File: src/shared/svs_pkg.sv
// ==========================================
// supervisor constants
package svs_pkg;
    // ==========================================
    // clock and timing
    localparam int CLK_MHZ        = 100;
    localparam int DEG_TIME_US    = 8;
    localparam int IFACE_STG_US   = 4000;
    localparam int RAIL_STG_US    = 3000;
    localparam int DEG_CYC        = DEG_TIME_US * CLK_MHZ;
    localparam int IFACE_STG_CYC  = IFACE_STG_US * CLK_MHZ;
    localparam int RAIL_STG_CYC   = RAIL_STG_US * CLK_MHZ;

    // ==========================================
    // channels
    localparam int NCH            = 6;
    localparam int CH_IFACE       = 0;
    localparam int CH_RAIL1       = 1;
    localparam int CH_RAIL2       = 2;
    localparam int CH_RAIL3       = 3;
    localparam int CH_EXT1        = 4;
    localparam int NEXT           = 2;

    // ==========================================
    // register port
    localparam int AW             = 8;
    localparam logic [7:0] OFF_STATUS = 8'h00;
    localparam logic [7:0] OFF_CLEAR  = 8'h04;
    localparam logic [7:0] OFF_ENABLE = 8'h08;
    localparam logic [7:0] OFF_LIVE   = 8'h0c;

    // ==========================================
    // status layout
    localparam int POS_UV         = 0;
    localparam int POS_OV         = 6;
    localparam int POS_STG        = 12;
    localparam int POS_BATT       = 18;
    localparam int POS_WARN       = 19;
    localparam int POS_ERR        = 21;
    localparam int POS_FAILSAFE   = 23;
    localparam logic [31:0] STATUS_RST = 32'h0000_0000;
    localparam logic [31:0] ENABLE_RST = 32'h0000_0000;
endpackage
File: src/core/svs_filter.sv
`timescale 1ns/1ps
// ==========================================
// one monitored channel: deglitch and short-to-ground timing
module svs_filter #(
    parameter int DEG     = 800,
    parameter int STG     = 300000,
    parameter bit HAS_DUV = 1'b0
) (
    // clock and reset
    input  wire logic clk,
    input  wire logic nrst,
    // comparator levels
    input  wire logic en,
    input  wire logic ov,
    input  wire logic uv,
    input  wire logic duv,
    // filtered events
    output logic      ov_evt,
    output logic      uv_evt,
    output logic      stg_evt
);
    localparam int DW = $clog2(DEG + 1);
    localparam int SW = $clog2(STG + 1);
    localparam logic [DW-1:0] DEG_V = DW'(DEG);
    localparam logic [SW-1:0] STG_V = SW'(STG);

    logic [DW-1:0] ov_cnt_q;
    logic [DW-1:0] uv_cnt_q;
    logic [DW-1:0] duv_cnt_q;
    logic [SW-1:0] stg_cnt_q;

    // ==========================================
    // counters restart when the level returns or supervision is off
    always_ff @(posedge clk or negedge nrst) begin
        if (!nrst) begin
            ov_cnt_q <= '0;
        end else if (!en || !ov) begin
            ov_cnt_q <= '0;
        end else if (ov_cnt_q != DEG_V) begin
            ov_cnt_q <= ov_cnt_q + DW'(1);
        end
    end

    always_ff @(posedge clk or negedge nrst) begin
        if (!nrst) begin
            uv_cnt_q <= '0;
        end else if (!en || !uv) begin
            uv_cnt_q <= '0;
        end else if (uv_cnt_q != DEG_V) begin
            uv_cnt_q <= uv_cnt_q + DW'(1);
        end
    end

    always_ff @(posedge clk or negedge nrst) begin
        if (!nrst) begin
            duv_cnt_q <= '0;
        end else if (!HAS_DUV || !en || !duv) begin
            duv_cnt_q <= '0;
        end else if (duv_cnt_q != DEG_V) begin
            duv_cnt_q <= duv_cnt_q + DW'(1);
        end
    end

    always_ff @(posedge clk or negedge nrst) begin
        if (!nrst) begin
            stg_cnt_q <= '0;
        end else if (!en || !uv) begin
            stg_cnt_q <= '0;
        end else if (stg_cnt_q != STG_V) begin
            stg_cnt_q <= stg_cnt_q + SW'(1);
        end
    end

    assign ov_evt  = (ov_cnt_q == DEG_V);
    assign uv_evt  = (uv_cnt_q == DEG_V);
    assign stg_evt = (stg_cnt_q == STG_V) || (HAS_DUV && duv_cnt_q == DEG_V);

    // ==========================================
    // checks
    a_ov_restart: assert property (@(posedge clk) disable iff (!nrst) !ov |=> !ov_evt)
        else $error("overvoltage event survived a return inside limits");
    a_disabled_quiet: assert property (@(posedge clk) disable iff (!nrst)
        !en |=> !ov_evt && !uv_evt && !stg_evt)
        else $error("event raised on an unsupervised channel");
    a_uv_glitch: assert property (@(posedge clk) disable iff (!nrst)
        $rose(uv) |-> !uv_evt [*2])
        else $error("undervoltage event raised without deglitch delay");
endmodule

File: src/core/svs_sync.sv
`timescale 1ns/1ps
// ==========================================
// three-stage synchroniser, output moves when stages two and three agree
module svs_sync #(
    parameter int W = 1
) (
    // clock and reset
    input  wire logic         clk,
    input  wire logic         nrst,
    // data
    input  wire logic [W-1:0] async_in,
    output logic      [W-1:0] stable_q
);
    logic [W-1:0] s1_q;
    logic [W-1:0] s2_q;
    logic [W-1:0] s3_q;
    logic [W-1:0] agree;

    assign agree = ~(s2_q ^ s3_q);

    always_ff @(posedge clk or negedge nrst) begin
        if (!nrst) begin
            s1_q <= '0;
            s2_q <= '0;
            s3_q <= '0;
        end else begin
            s1_q <= async_in;
            s2_q <= s1_q;
            s3_q <= s2_q;
        end
    end

    always_ff @(posedge clk or negedge nrst) begin
        if (!nrst) begin
            stable_q <= '0;
        end else begin
            stable_q <= (agree & s3_q) | (~agree & stable_q);
        end
    end
endmodule

File: src/core/svs_top.sv
`timescale 1ns/1ps
module svs_top #(
    parameter int IFACE_STG = svs_pkg::IFACE_STG_CYC,
    parameter int RAIL_STG  = svs_pkg::RAIL_STG_CYC,
    parameter int DEG       = svs_pkg::DEG_CYC
) (
    // clock and reset
    input  wire logic                     clk,
    input  wire logic                     nrst,
    // comparator results, asynchronous
    input  wire logic                     iface_ov_in,
    input  wire logic                     iface_uv_in,
    input  wire logic [2:0]               rail_ov_in,
    input  wire logic [2:0]               rail_uv_in,
    input  wire logic [1:0]               rail_duv_in,
    input  wire logic [1:0]               ext_ov_in,
    input  wire logic [1:0]               ext_uv_in,
    input  wire logic                     battery_low_in,
    input  wire logic [1:0]               ref_warn_in,
    input  wire logic [1:0]               ref_err_in,
    // rail enables from the sequencer
    input  wire logic [2:0]               rail_on_in,
    input  wire logic [1:0]               ext_on_req,
    // register port
    input  wire logic [svs_pkg::AW-1:0]   addr,
    input  wire logic [31:0]              wdata,
    input  wire logic                     wr,
    input  wire logic                     rd,
    output logic      [31:0]              rdata_q,
    // reset output pin
    output logic                          reset_output_o,
    output logic                          reset_output_oe_n,
    // system controls
    output logic                          hard_reset_q,
    output logic                          failsafe_q,
    output logic [1:0]                    ext_enable_q,
    output logic                          irq_q
);
    // ==========================================
    // input synchronisers
    localparam int NS = 2 * svs_pkg::NCH + 2 + 1 + 2 + 2;

    logic [NS-1:0]           raw;
    logic [NS-1:0]           syn;
    logic [svs_pkg::NCH-1:0] ov_s;
    logic [svs_pkg::NCH-1:0] uv_s;
    logic [svs_pkg::NCH-1:0] duv_s;
    logic                    batt_s;
    logic [1:0]              warn_s;
    logic [1:0]              err_s;

    assign raw = {ref_err_in, ref_warn_in, battery_low_in, rail_duv_in,
                  ext_uv_in, rail_uv_in, iface_uv_in,
                  ext_ov_in, rail_ov_in, iface_ov_in};

    svs_sync #(
        .W (NS)
    ) u_sync (
        .clk      (clk),
        .nrst     (nrst),
        .async_in (raw),
        .stable_q (syn)
    );

    assign ov_s   = syn[5:0];
    assign uv_s   = syn[11:6];
    assign duv_s  = {4'h0, syn[13:12]} << 1;
    assign batt_s = syn[14];
    assign warn_s = syn[16:15];
    assign err_s  = syn[18:17];

    // ==========================================
    // channel supervision
    logic [svs_pkg::NCH-1:0] ch_en;
    logic [svs_pkg::NCH-1:0] ov_e;
    logic [svs_pkg::NCH-1:0] uv_e;
    logic [svs_pkg::NCH-1:0] stg_e;

    // interface always supervised; rails follow the sequencer enables outside failsafe, external rails the device's own
    assign ch_en = {ext_enable_q, rail_on_in & {3{~failsafe_q}}, 1'b1};

    genvar g;
    generate
        for (g = 0; g < svs_pkg::NCH; g = g + 1) begin : g_ch
            svs_filter #(
                .DEG     (DEG),
                .STG     ((g == svs_pkg::CH_IFACE) ? IFACE_STG : RAIL_STG),
                .HAS_DUV ((g == svs_pkg::CH_RAIL1) || (g == svs_pkg::CH_RAIL2))
            ) u_filt (
                .clk     (clk),
                .nrst    (nrst),
                .en      (ch_en[g]),
                .ov      (ov_s[g]),
                .uv      (uv_s[g]),
                .duv     (duv_s[g]),
                .ov_evt  (ov_e[g]),
                .uv_evt  (uv_e[g]),
                .stg_evt (stg_e[g])
            );
        end
    endgenerate

    // ==========================================
    // reset output and hard reset
    logic drive_d;
    logic stg0_q;

    assign drive_d = ov_e[svs_pkg::CH_IFACE] | uv_e[svs_pkg::CH_IFACE] | stg_e[svs_pkg::CH_IFACE];

    always_ff @(posedge clk or negedge nrst) begin
        if (!nrst) begin
            reset_output_o    <= 1'b0;
            reset_output_oe_n <= 1'b1;
        end else begin
            reset_output_o    <= 1'b0;
            reset_output_oe_n <= ~drive_d;
        end
    end

    always_ff @(posedge clk or negedge nrst) begin
        if (!nrst) begin
            stg0_q       <= 1'b0;
            hard_reset_q <= 1'b0;
        end else begin
            stg0_q       <= stg_e[svs_pkg::CH_IFACE];
            hard_reset_q <= stg_e[svs_pkg::CH_IFACE] & ~stg0_q;
        end
    end

    // ==========================================
    // failsafe and external rail enables
    always_ff @(posedge clk or negedge nrst) begin
        if (!nrst) begin
            failsafe_q <= 1'b0;
        end else if (|err_s) begin
            failsafe_q <= 1'b1;
        end
    end

    logic [1:0] ext_trip;
    logic [1:0] ext_tripped_q;

    assign ext_trip = ov_e[svs_pkg::CH_EXT1 +: svs_pkg::NEXT] | stg_e[svs_pkg::CH_EXT1 +: svs_pkg::NEXT];

    always_ff @(posedge clk or negedge nrst) begin
        if (!nrst) begin
            ext_tripped_q <= 2'h0;
        end else begin
            ext_tripped_q <= (ext_tripped_q | ext_trip) & ext_on_req;
        end
    end

    always_ff @(posedge clk or negedge nrst) begin
        if (!nrst) begin
            ext_enable_q <= 2'h0;
        end else begin
            ext_enable_q <= ext_on_req & ~ext_tripped_q & ~ext_trip
                            & {2{~failsafe_q & ~(|err_s)}};
        end
    end

    // ==========================================
    // sticky status, clear and enable
    logic [31:0] status_q;
    logic [31:0] enable_q;
    logic [31:0] set_v;
    logic [31:0] clr_v;

    always_comb begin
        set_v = 32'h0;
        set_v[svs_pkg::POS_UV  +: svs_pkg::NCH] = uv_e;
        set_v[svs_pkg::POS_UV + svs_pkg::CH_IFACE] = uv_e[svs_pkg::CH_IFACE] | stg_e[svs_pkg::CH_IFACE];
        set_v[svs_pkg::POS_OV  +: svs_pkg::NCH] = ov_e;
        set_v[svs_pkg::POS_STG +: svs_pkg::NCH] = stg_e;
        set_v[svs_pkg::POS_BATT] = batt_s;
        set_v[svs_pkg::POS_WARN +: 2] = warn_s;
        set_v[svs_pkg::POS_ERR  +: 2] = err_s;
        set_v[svs_pkg::POS_FAILSAFE] = failsafe_q;
    end

    assign clr_v = (wr && addr == svs_pkg::OFF_CLEAR) ? wdata : 32'h0;

    always_ff @(posedge clk or negedge nrst) begin
        if (!nrst) begin
            status_q <= svs_pkg::STATUS_RST;
        end else begin
            status_q <= (status_q & ~clr_v) | set_v;
        end
    end

    always_ff @(posedge clk or negedge nrst) begin
        if (!nrst) begin
            enable_q <= svs_pkg::ENABLE_RST;
        end else if (wr && addr == svs_pkg::OFF_ENABLE) begin
            enable_q <= wdata;
        end
    end

    always_ff @(posedge clk or negedge nrst) begin
        if (!nrst) begin
            irq_q <= 1'b0;
        end else begin
            irq_q <= |(status_q & enable_q);
        end
    end

    // ==========================================
    // read port
    logic [31:0] live_v;
    logic [31:0] rd_v;

    always_comb begin
        live_v = 32'h0;
        live_v[svs_pkg::POS_UV  +: svs_pkg::NCH] = uv_e;
        live_v[svs_pkg::POS_OV  +: svs_pkg::NCH] = ov_e;
        live_v[svs_pkg::POS_STG +: svs_pkg::NCH] = stg_e;
        live_v[svs_pkg::POS_BATT] = batt_s;
        live_v[svs_pkg::POS_WARN +: 2] = warn_s;
        live_v[svs_pkg::POS_ERR  +: 2] = err_s;
        live_v[svs_pkg::POS_FAILSAFE] = failsafe_q;
        case (addr)
            svs_pkg::OFF_STATUS: rd_v = status_q;
            svs_pkg::OFF_ENABLE: rd_v = enable_q;
            svs_pkg::OFF_LIVE:   rd_v = live_v;
            default:             rd_v = 32'h0;
        endcase
    end

    always_ff @(posedge clk or negedge nrst) begin
        if (!nrst) begin
            rdata_q <= 32'h0;
        end else if (rd) begin
            rdata_q <= rd_v;
        end else begin
            rdata_q <= 32'h0;
        end
    end

    // ==========================================
    // checks
    a_reset_drive: assert property (@(posedge clk) disable iff (!nrst)
        (ov_e[0] || uv_e[0]) |=> !reset_output_oe_n && !reset_output_o)
        else $error("reset output not driven low on interface supply fault");

    a_reset_release: assert property (@(posedge clk) disable iff (!nrst)
        !drive_d |=> reset_output_oe_n)
        else $error("reset output driven with no reset pending");

    a_iface_stg_flag: assert property (@(posedge clk) disable iff (!nrst)
        stg_e[0] |=> status_q[svs_pkg::POS_UV] && status_q[svs_pkg::POS_STG])
        else $error("interface short-to-ground not flagged");

    a_hard_reset: assert property (@(posedge clk) disable iff (!nrst)
        $rose(stg_e[0]) |=> hard_reset_q ##1 !hard_reset_q)
        else $error("hard reset pulse missing on interface short-to-ground");

    a_batt_flag: assert property (@(posedge clk) disable iff (!nrst)
        batt_s |=> status_q[svs_pkg::POS_BATT])
        else $error("battery low flag not set");

    a_rail_stg: assert property (@(posedge clk) disable iff (!nrst)
        (stg_e[1] || stg_e[2] || stg_e[3]) |=> |status_q[svs_pkg::POS_STG + 1 +: 3])
        else $error("rail short-to-ground not recorded");

    a_ext_trip: assert property (@(posedge clk) disable iff (!nrst)
        ext_trip[0] |=> !ext_enable_q[0] [*2])
        else $error("external rail left enabled after a trip");

    a_warn_irq: assert property (@(posedge clk) disable iff (!nrst)
        (warn_s[0] && enable_q[svs_pkg::POS_WARN] && !(wr && addr == svs_pkg::OFF_ENABLE)) |-> ##2 irq_q)
        else $error("reference warning did not raise the interrupt");

    a_fault_safe: assert property (@(posedge clk) disable iff (!nrst)
        (|err_s) |=> failsafe_q && ext_enable_q == 2'h0 && ch_en[3:1] == 3'h0)
        else $error("reference fault did not enter failsafe");

    a_ext_filter: assert property (@(posedge clk) disable iff (!nrst)
        !ch_en[svs_pkg::CH_EXT1] |=> !uv_e[svs_pkg::CH_EXT1])
        else $error("disabled external rail raised an event");
endmodule

File: config.mk
export PLATFORM = sky130hd
export DESIGN_NAME = svs_top
export DESIGN_NICKNAME = d
export VERILOG_FILES = /design/src/shared/svs_pkg.sv /design/src/core/svs_filter.sv /design/src/core/svs_sync.sv /design/src/core/svs_top.sv
export SDC_FILE = /design/constraint.sdc
export NUM_CORES = 1
export LEC_CHECK = 0
export ABC_CLOCK_PERIOD_IN_PS = 5800
export BUFFER_PORTS_ARGS = -buffer_cell sky130_fd_sc_hd__buf_2
export CORE_MARGIN = 8
export CORE_UTILIZATION = 35
export DETAILED_ROUTE_END_ITERATION = 12
export GPL_ROUTABILITY_DRIVEN = 0
export HOLD_SLACK_MARGIN = 0.05
export PLACE_DENSITY = 0.48
export SYNTH_ARGS = -nofsm -noshare
export SYNTH_HDL_FRONTEND = slang
export SYNTH_SLANG_ARGS = --single-unit
File: constraint.sdc
create_clock -name clk -period 5.8 [get_ports clk]
set_clock_uncertainty 0.15 [all_clocks]
set_input_delay 0.29 -clock clk [delete_from_list [all_inputs] [get_ports clk]]
set_output_delay 0.29 -clock clk [all_outputs]
set_load 0.03 [all_outputs]
==> impl_metrics.tcl, run 1 <==
set metrics [dict create \
    maxCapViolations 0 \
    setup_viol 0 \
    critPathTopFamily "simple AND/OR/NAND/NOR gates" \
    synth_compound_area_share_pct 4.67 \
    arrival_ns 2.94 \
    reg2reg_from "g_ch[4].u_filt.stg_cnt_q[14]$_DFFE_PN0P_" \
    synth_top_area_share_pct 56.6 \
    cts-root-buf "clkbuf_16" \
    wl_met3_mm 2.00 \
    holdPathStages 5 \
    first_pass_iters 5 \
    mostFrequentLayoutCells "dfrtp_1, nor2_1, nand3_1, xor2_1, nand2_1" \
    synthSimpleGateAreaFrac_pct 19.3 \
    synth_async_sr_flop_share_pct 100 \
    synth.net_count 1860 \
    synthTopCellsByArea "dfrtp_1, xor2_1, nor2_1, xnor2_1, nand3_1" \
    synth-main-ff-cell "dfrtp_1" \
    holdCritPathClass "input port to flop" \
    yosysTopAreaCell "dfrtp_1" \
    clkPwrFrac_pct 48.6 \
    p_int_mw 5.14 \
    slew_headroom_pct 24.4 \
    route.top_layer_used "met5" \
    final_util_pct 42.3 \
    max_freq_ghz 0.374 \
    wl_per_cell_um 16.2 \
    min-delay-start "rail_on_in[1]" \
    synth_mux_area_share_pct 4.46 \
    swShare_pct 21.7 \
    yosys.area_share.xor_xnor_pct 9.18 \
    tns_ns 0 \
    rows 85 \
    setup.worst_path.end_class "flop" \
    synthAdderAreaFrac_pct 3.60 \
    cp_slowest_cell "nor4_4" \
    via_per_inst 4.86 \
    rr_worst_depth 5 \
    post_cts.repair.setup_buffers 0 \
    power_frac_seq_pct 47.8 \
    yosysUniqueCellTypes 55 \
    slew_violations 0 \
    whs_endpoint "g_ch[2].u_filt.uv_cnt_q[4]$_DFFE_PN0P_" \
    grt_pass1_vias 13100 \
    required_ns 6.07 \
    finalCriticalPeriod_ns 2.67 \
    grt_pass1_wl_mm 71.8 \
    cts.sinks 435 \
    cts_buffers 49 \
    core_sq_mm 0.0540 \
    ioPinCount 107 \
    synth_top_family_by_area "simple AND/OR/NAND/NOR gates" \
    start_kind "flop" \
    final_common_cell "dfrtp_1" \
    clk_latency_ns 0.58 \
    yosysSeqAreaShare_pct 56.8 \
    drt-total-wl_mm 43.5 \
    syn_inst 1752 \
    drtIter0Drc 590 \
    die_x_um 250 \
    syn_area_per_cell_sq_um 10.9 \
    cts.clk_slew.worst_paths_ns 0.06 \
    htree_levels 2 \
    crit_type "flop to flop" \
    synth_edf_count 0 \
    grt_max_degree 140 \
    antenna_found_initial 7 \
    worstMarginPinSlew_ns 1.12 \
    wl_met2_mm 18.9 \
    r2r_end "g_ch[4].u_filt.stg_cnt_q[1]$_DFFE_PN0P_" \
    gr-usage-all-layers_pct 13.9 \
    p_leak_nw 9.76 \
    path_cells "or4b_1 > or4_4 > nor4_4 > mux2i_1 > nor2_1" \
    dp.cells 2526 \
    syn2layout_area_growth_pct 19.1 \
    status "finished clean" \
    p_sw_mw 1.43 \
    clockBufferDepth 3 \
    postRouteAntennaNets 0 \
    cp_max_fo 6 \
    layout.cells.non_filler 2682 \
    cts_tree "yes" \
    power.total_mw 6.57 \
    io_buffers 105 \
    cpPeakStageDelay_ns 0.60 \
    syn-cell-area_sq_mm 0.0192 \
    start_util_pct 35.5 \
    p_per_area_mw_per_mm2 288 \
    rrSetupSlack_ns 3.13 \
    drive_above_1_share_pct 13.7 \
    cp_num_buf_inv 0 \
    hpwl_mm 29.5 \
    yosys_warnings 0 \
    vias 13000 \
    nNetsFinal 2048 \
    hold_viol 0 \
    post-route-period-util_pct 46.1 \
    overflow 0 \
    p_comb_share_pct 3.5 \
    rsz0062_at_grt "no" \
    drc 0 \
    ys_seq_elements 435 \
    die_h_um 250 \
    irDropWorstVdd_uv 229 \
    dieArea_sq_mm 0.0625 \
    wl_met1_mm 21.6 \
]
sequential cells by signal, summed over array words and instances (netlist names), 2 cells and up, named ones only:
signal                 flops
status_q                  32
enable_q                  32
g_ch.u_filt.uv_cnt_q      60
u_sync.s3_q               19
ext_tripped_q              2
ext_enable_q               2
g_ch.u_filt.stg_cnt_q    114
u_sync.s2_q               19
u_sync.s1_q               19
rdata_q                   32
g_ch.u_filt.ov_cnt_q      60
g_ch.u_filt.duv_cnt_q     20
cell usage after synthesis, types with 17 or more instances:
cell type / n
ha_1: 40
a21oi_1: 36
xor2_1: 115
and3_1: 43
and2_1: 28
mux2_2: 50
nand3_1: 122
o21ai_0: 27
nor2_1: 250
maj3_1: 19
clkbuf_1: 26
nand2_1: 114
or3_1: 27
mux2i_1: 28
nor3_1: 31
nor4_1: 17
inv_1: 59
dfrtp_1: 434
xnor2_1: 86
a22oi_1: 32
nand4_1: 38
final cells by class:
class                           count  area [sq um]
Inverter                           59           221
Tap cell                          696           871
Timing Repair Buffer              176          1240
Antenna cell                        5          12.5
Multi-Input combinational cell   1219          7910
Sequential cell                   435         10900
Clock buffer                       76          1530
Clock inverter                     16           164
Fill cell                        5193         31200
through the flow:
stage          area (sq um)  hold WS [ns]  setup slack [ns]
2_1_floorplan         19200        -0.156              3.46
3_3_place_gp          20500         0.183              2.49
3_5_place_dp          20500         0.185              2.46
4_1_cts               22800         0.102              3.10
5_1_grt               22800         0.139              3.03
6_report              22800         0.134              3.13
per-layer routing:
metal  GRT usage [%]  up-vias
met3            3.09       73
met5               0        -
met2            20.7      161
met4            4.27        4
li1                -     6375
met1            20.0     6426
power groups by stage:
| stage | combinational [mW] | clock [mW] | sequential, mW |
|---|---|---|---|
| 5_1_grt | 0.261 | 3.43 | 3.15 |
| 3_3_place_gp | 0.202 | 0 | 3.20 |
| 6_report | 0.231 | 3.19 | 3.14 |
| 2_1_floorplan | 0.0865 | 0 | 3.18 |
| 4_1_cts | 0.240 | 3.31 | 3.14 |
| 3_5_place_dp | 0.205 | 0 | 3.20 |
logic make-up after synthesis:
group,Yosys count
AO/OA/AOI/OAI,137
XOR/XNOR,201
adder cells (fa/ha/maj),59
buffers and inverters,98
flip-flops,435
multiplexers,79
other,1
AND/OR/NAND/NOR,742
worst max-delay path by stage:
stage / endpoint / cells after the start / startpoint / slack, ns
2_1_floorplan: ext_enable_q[0]$_DFF_PN0_ / 5 / g_ch[4].u_filt.stg_cnt_q[14]$_DFFE_PN0P_ / 3.46
5_1_grt: g_ch[4].u_filt.stg_cnt_q[1]$_DFFE_PN0P_ / 5 / g_ch[4].u_filt.stg_cnt_q[14]$_DFFE_PN0P_ / 3.03
3_3_place_gp: enable_q[18]$_DFFE_PN0P_ / 5 / addr[1] / 2.49
6_report: g_ch[4].u_filt.stg_cnt_q[1]$_DFFE_PN0P_ / 5 / g_ch[4].u_filt.stg_cnt_q[14]$_DFFE_PN0P_ / 3.13
3_5_place_dp: enable_q[7]$_DFFE_PN0P_ / 5 / addr[1] / 2.46
4_1_cts: g_ch[4].u_filt.stg_cnt_q[1]$_DFFE_PN0P_ / 5 / g_ch[4].u_filt.stg_cnt_q[14]$_DFFE_PN0P_ / 3.10
worst register-to-register path: stages (launching register included):
cell,delay [ns]
dfrtp_1,0.42
or4b_1,0.54
or4_4,0.50
nor4_4,0.60
mux2i_1,0.26
nor2_1,0.05
what timing repair did:
item | CTS | global route
hold endpoints to repair | 231 | 0
hold buffers | 59 | 0
gates resized for setup | 0 | 0
Power figures use the tool's default switching activity.
==> run 2: changes to the inputs <==
ABC_CLOCK_PERIOD_IN_PS = 2700   (was 5800)
clock period = 2.7 ns   (was 5.8 ns; I/O delays follow)
==> run 2 against run 1 <==
Global-route usage up 0.70 points; die area unchanged; sequential power up 110%; cell count up 2.3%; combinational power up 140%; sequential share of layout area down 1.5 points; largest cell class unchanged.
==> impl_metrics.tcl, run 2 (synthesis results as in run 1) <==
set metrics [dict create \
    holdCritPathClass "input port to flop" \
    via_per_inst 4.83 \
    nNetsFinal 2114 \
    first_pass_iters 5 \
    post-route-period-util_pct 93.4 \
    drive_above_1_share_pct 15.0 \
    io_buffers 105 \
    drtIter0Drc 740 \
    p_per_area_mw_per_mm2 617 \
    holdPathStages 4 \
    start_util_pct 35.5 \
    grt_max_degree 60 \
    irDropWorstVdd_uv 598 \
    cts.sinks 435 \
    overflow 0 \
    path_cells "or4b_1 > or4_4 > nor4_4 > mux2i_1 > nor2_1" \
    rrSetupSlack_ns 0.18 \
    cts-root-buf "clkbuf_16" \
    tns_ns 0 \
    cts_buffers 52 \
    hpwl_mm 30.7 \
    critPathTopFamily "simple AND/OR/NAND/NOR gates" \
    setup.worst_path.end_class "flop" \
    p_leak_nw 10.1 \
    worstMarginPinSlew_ns 1.02 \
    cp_num_buf_inv 0 \
    cp_max_fo 6 \
    status "finished clean" \
    maxCapViolations 0 \
    max_freq_ghz 0.397 \
    core_sq_mm 0.0540 \
    final_common_cell "dfrtp_1" \
    mostFrequentLayoutCells "dfrtp_1, nor2_1, nand3_1, xor2_1, nand2_1" \
    hold_viol 0 \
    rsz0062_at_grt "no" \
    power.total_mw 14.5 \
    syn2layout_area_growth_pct 22.9 \
    crit_type "flop to flop" \
    cts_tree "yes" \
    met3_usage_pct 3.14 \
    vias 13300 \
    cpPeakStageDelay_ns 0.54 \
    r2r_end "g_ch[4].u_filt.stg_cnt_q[1]$_DFFE_PN0P_" \
    n_fill_cell 5130 \
    cts_resized 0 \
    busiest_layer "met2" \
    drc 0 \
    wl_per_cell_um 16.5 \
    gr-usage-all-layers_pct 14.6 \
    antenna_found_initial 4 \
    setup_viol 0 \
    grt_pass1_vias 13700 \
    rr_worst_depth 5 \
    clockBufferDepth 3 \
    required_ns 2.98 \
    postRouteAntennaNets 0 \
    whs_endpoint "rdata_q[21]$_DFF_PN0_" \
    die_x_um 250 \
    reg2reg_from "g_ch[4].u_filt.stg_cnt_q[14]$_DFFE_PN0P_" \
    rows 85 \
    start_kind "flop" \
    cp_slowest_cell "or4b_1" \
    cts.clk_slew.worst_paths_ns 0.06 \
    largest_register "g_ch.u_filt.stg_cnt_q" \
    dieArea_sq_mm 0.0625 \
    finalCriticalPeriod_ns 2.52 \
    drt-total-wl_mm 45.3 \
    htree_levels 2 \
    clk_latency_ns 0.59 \
    min-delay-start "addr[2]" \
    use_met2_pct 22.2 \
    slew_headroom_pct 32.0 \
    slew_violations 0 \
    die_h_um 250 \
    ioPinCount 107 \
    largest_register_ffs 114 \
    arrival_ns 2.80 \
    grt.met1_usage_pct 21.0 \
    top_regs "g_ch.u_filt.stg_cnt_q x114, g_ch.u_filt.ov_cnt_q x60, g_ch.u_filt.uv_cnt_q x60" \
    grt_pass1_wl_mm 75.2 \
    final_util_pct 43.6 \
]
==> run 2: changes by cell type in the layout (fill, tap and decap cells not counted), moves of 2 or more <==
| cell | change |
|---|---|
| clkbuf_8 | -2 |
| buf_4 | +26 |
| clkinv_2 | +3 |
| bufinv_16 | +2 |
| clkinvlp_4 | -2 |
| buf_12 | +6 |
| diode_2 | -4 |
| dlygate4sd3_1 | +30 |
| clkbuf_16 | +2 |
==> run 2: report_power, final <==
part	internal (mW)	switching [mW]	leakage (nW)
logic	0.268	0.295	3.43
clock network	4.44	2.79	0.894
registers	6.65	0.107	5.82
==> run 2: metal layers <==
| layer | up-vias | wire, um | share of wire (%) |
|---|---|---|---|
| li1 | 6494 | - | - |
| met1 | 6514 | 22500 | 50 |
| met2 | 186 | 20000 | 44 |
| met3 | 69 | 1920 | 4.2 |
| met4 | 4 | 875 | 1.9 |
| met5 | - | 23 | 0.051 |
==> run 2: repair_timing <==
| action | CTS | global route |
|---|---|---|
| hold endpoints to repair | 568 | 0 |
| buffers inserted | 0 | 0 |
| setup endpoints to repair | 0 | 0 |
| hold buffers | 90 | 0 |
==> run 2: through the flow <==
stage	instances	hold slack (ns)	worst slack [ns]	instance area, sq um
2_1_floorplan	1752	-0.311	0.363	19200
3_3_place_gp	2558	0.0407	0.172	20900
3_5_place_dp	2558	0.0363	0.148	20900
4_1_cts	2743	0.0742	0.155	23600
5_1_grt	2743	0.141	0.0556	23600
6_report	2744	0.109	0.179	23600
==> run 2: layout make-up <==
| cell class | count | area, sq um | share of cell area [%] |
|---|---|---|---|
| antenna | 1 | 2.50 | 0.0106 |
| clock buffer | 75 | 1550 | 6.57 |
| clock inverter | 20 | 233 | 0.988 |
| inverter | 59 | 221 | 0.940 |
| multi-input combinational | 1219 | 7910 | 33.6 |
| sequential | 435 | 10900 | 46.2 |
| tap | 696 | 871 | 3.70 |
| timing repair buffer | 239 | 1880 | 8.00 |
==> run 2: worst reg2reg max path, stage by stage, from the launching register on <==
cell     delay [ns]
dfrtp_1        0.42
or4b_1         0.54
or4_4          0.50
nor4_4         0.46
mux2i_1        0.25
nor2_1         0.05
==> run 2: how the worst max path moves through the flow <==
stage                                                         from                                 endpoint  cells past startpoint
after CTS                 g_ch[4].u_filt.stg_cnt_q[14]$_DFFE_PN0P_  g_ch[4].u_filt.stg_cnt_q[1]$_DFFE_PN0P_                      5
after floorplan           g_ch[4].u_filt.stg_cnt_q[14]$_DFFE_PN0P_                ext_enable_q[0]$_DFF_PN0_                      5
after detailed placement  g_ch[4].u_filt.stg_cnt_q[14]$_DFFE_PN0P_  g_ch[4].u_filt.stg_cnt_q[1]$_DFFE_PN0P_                      5
after global routing      g_ch[4].u_filt.stg_cnt_q[14]$_DFFE_PN0P_  g_ch[4].u_filt.stg_cnt_q[1]$_DFFE_PN0P_                      5
final                     g_ch[4].u_filt.stg_cnt_q[14]$_DFFE_PN0P_  g_ch[4].u_filt.stg_cnt_q[1]$_DFFE_PN0P_                      5
after global placement    g_ch[4].u_filt.stg_cnt_q[14]$_DFFE_PN0P_  g_ch[4].u_filt.stg_cnt_q[1]$_DFFE_PN0P_                      5
==> run 3: changes to the inputs <==
SYNTH_HIERARCHICAL = 1   (was default)
==> run 3 against run 2 <==
Combinational power is 9.9% higher; critical endpoint is now ext_enable_q[0]$_DFF_PN0_; first-iteration DRC count grew 23%; clock power is 6.5% higher; critical path depth stayed put; synthesized cell count is 6.7% higher; count of clock-buffer cells in the layout fell by 5; utilization fell by 1.0 points; sequential power about the same; total power rose by 3.5%; worst setup slack better by 0.073 ns; register-to-register slack better by 0.07 ns; die area grew 4.4%.
==> impl_metrics.tcl, run 3 <==
set metrics [dict create \
    start_kind "flop" \
    ioPinCount 107 \
    synth_common_cells "dfrtp_1, nor2_1, inv_1, nand3_1, xnor2_1" \
    p_leak_nw 10.6 \
    path_cells "or4b_1 > or4_4 > nor2_1 > nor3_1 > and3_1" \
    drive_above_1_share_pct 14.8 \
    syn_area_per_cell_sq_um 10.7 \
    post-route-period-util_pct 90.7 \
    required_ns 3.04 \
    overflow 0 \
    drc 0 \
    setup_viol 0 \
    cpPeakStageDelay_ns 0.59 \
    yosysMostFrequentCell "dfrtp_1" \
    drt-total-wl_mm 47.7 \
    start_util_pct 35.1 \
    max_freq_ghz 0.409 \
    htree_levels 2 \
    final_common_cell "dfrtp_1" \
    cp_max_fo 7 \
    hpwl_mm 32.2 \
    synthTopCellsByArea "dfrtp_1, nor2_1, xnor2_1, xor2_1, ha_1" \
    synth_edf_count 0 \
    clockBufferDepth 3 \
    slew_headroom_pct 51.3 \
    via_per_inst 4.95 \
    slew_violations 0 \
    postRouteAntennaNets 0 \
    grt_pass1_wl_mm 79.7 \
    cts.sinks 435 \
    hold_buffers 82 \
    largest_register_ffs 114 \
    p_per_area_mw_per_mm2 618 \
    syn-cell-area_sq_mm 0.0201 \
    largest_register "g_ch.u_filt/stg_cnt_q" \
    critPathTopFamily "simple AND/OR/NAND/NOR gates" \
    hold_viol 0 \
    syn_inst 1869 \
    synth_async_sr_flop_share_pct 100 \
    dieArea_sq_mm 0.0653 \
    cp_slowest_cell "or4b_1" \
    wl_per_cell_um 16.5 \
    synth_top_area_share_pct 54.1 \
    irDropWorstVdd_uv 457 \
    syn2layout_area_growth_pct 21.3 \
    post_cts.repair.setup_buffers 0 \
    r2r_end "ext_enable_q[0]$_DFF_PN0_" \
    clk_latency_ns 0.60 \
    drtIter0Drc 908 \
    arrival_ns 2.78 \
    setup.worst_path.end_class "flop" \
    cp_num_buf_inv 0 \
    nNetsFinal 2199 \
    status "finished clean" \
    yosysSeqAreaShare_pct 54.2 \
    die_h_um 256 \
    cts_resized 0 \
    rrSetupSlack_ns 0.25 \
    cts_tree "yes" \
    antenna_found_initial 2 \
    rsz0062_at_grt "no" \
    mostFrequentLayoutCells "dfrtp_1, nor2_1, buf_2, inv_1, nand3_1" \
    first_pass_iters 5 \
    worstMarginPinSlew_ns 0.729 \
    finalCriticalPeriod_ns 2.45 \
    die_x_um 256 \
    dp.cells 2720 \
    yosys_warnings 6 \
    top_regs "g_ch.u_filt/stg_cnt_q x114, g_ch.u_filt/ov_cnt_q x60, g_ch.u_filt/uv_cnt_q x60" \
    grt_max_degree 81 \
    yosysTopAreaCell "dfrtp_1" \
    cts_buffers 52 \
    ys_seq_elements 435 \
    cts.clk_slew.worst_paths_ns 0.06 \
    reg2reg_from "g_ch[4].u_filt/stg_cnt_q[14]$_DFFE_PN0P_" \
    yosysUniqueCellTypes 65 \
    crit_type "flop to flop" \
    grt_pass1_vias 14600 \
    maxCapViolations 0 \
    gr-usage-all-layers_pct 14.6 \
    cts-root-buf "clkbuf_16" \
    io_buffers 105 \
    core_sq_mm 0.0573 \
    synth-main-ff-cell "dfrtp_1" \
    holdCritPathClass "input port to async pin" \
    tns_ns 0 \
    vias 14400 \
    rows 88 \
    rr_worst_depth 5 \
    layout.cells.non_filler 2899 \
]
[run 3: cell types whose count changed after synthesis, moves of 24 or more]
cell     previous run  this run
mux2_4              0        30
mux2_2             50         2
a31oi_1             0        44
xor2_1            115        76
inv_1              59       100
nor3_1             31        55
nand3_1           122        95
nand2_1           114        87
[run 3: how the worst max path moves through the flow]
stage / from / end / depth (start not counted)
finish: g_ch[4].u_filt/stg_cnt_q[14]$_DFFE_PN0P_ / ext_enable_q[0]$_DFF_PN0_ / 5
global route: g_ch[5].u_filt/stg_cnt_q[14]$_DFFE_PN0P_ / ext_enable_q[1]$_DFF_PN0_ / 5
CTS: g_ch[4].u_filt/stg_cnt_q[14]$_DFFE_PN0P_ / ext_enable_q[0]$_DFF_PN0_ / 5
detailed placement: g_ch[4].u_filt/stg_cnt_q[14]$_DFFE_PN0P_ / ext_enable_q[0]$_DFF_PN0_ / 5
global placement: g_ch[4].u_filt/stg_cnt_q[14]$_DFFE_PN0P_ / ext_enable_q[0]$_DFF_PN0_ / 5
floorplan: g_ch[5].u_filt/stg_cnt_q[14]$_DFFE_PN0P_ / ext_enable_q[1]$_DFF_PN0_ / 5
[run 3: cell families after synthesis]
| logic type | Yosys count | synth area share (%) |
|---|---|---|
| fa+ha+maj | 59 | 3.56 |
| simple gates | 769 | 19.9 |
| other cells | 2 | 0.0374 |
| buf+inv | 151 | 3.16 |
| compound gates | 209 | 7.22 |
| mux | 78 | 4.65 |
| flops | 435 | 54.2 |
| xor+xnor | 166 | 7.24 |
[run 3: area by class of cell]
class,count,area [sq um]
diodes,1,2.50
clock buffers,70,1530
clock inverters,26,385
fillers,5510,32900
inverters,100,375
multi-input cells,1285,8570
flip-flops and latches,435,10900
well taps,765,957
repair buffers,217,1660
[run 3: metrics by stage]
stage               power [mW]  hold WS, ns  worst slack [ns]  area, sq um  utilization (%)
floorplan                 7.06       -0.311             0.515        20100                -
global placement          7.38     -0.00481             0.325        21600             37.7
detailed placement        7.39     -0.00244             0.272        21600             37.7
CTS                       15.4       0.0731             0.258        24400             42.6
global route              15.7        0.107             0.141        24400             42.6
finish                    15.1       0.0830             0.252        24400             42.6
[run 3: worst min-delay path, delay by kind of cell]
family	cells	cell delay [ns]
buffers and inverters	3	1.05
[run 3: where the power goes]
part	leakage [nW]	internal, mW	switching [mW]	total, mW
logic	3.90	0.285	0.335	0.619
registers	5.76	6.64	0.0924	6.73
clock network	0.943	4.83	2.87	7.70
total	10.6	11.8	3.29	15.1
[run 3: per-layer routing]
| layer | part of all wire, % | track usage (%) |
|---|---|---|
| met5 | 0 | 0 |
| met2 | 45 | 22.5 |
| met1 | 49 | 20.8 |
| met4 | 2.6 | 4.71 |
| met3 | 3.9 | 2.57 |
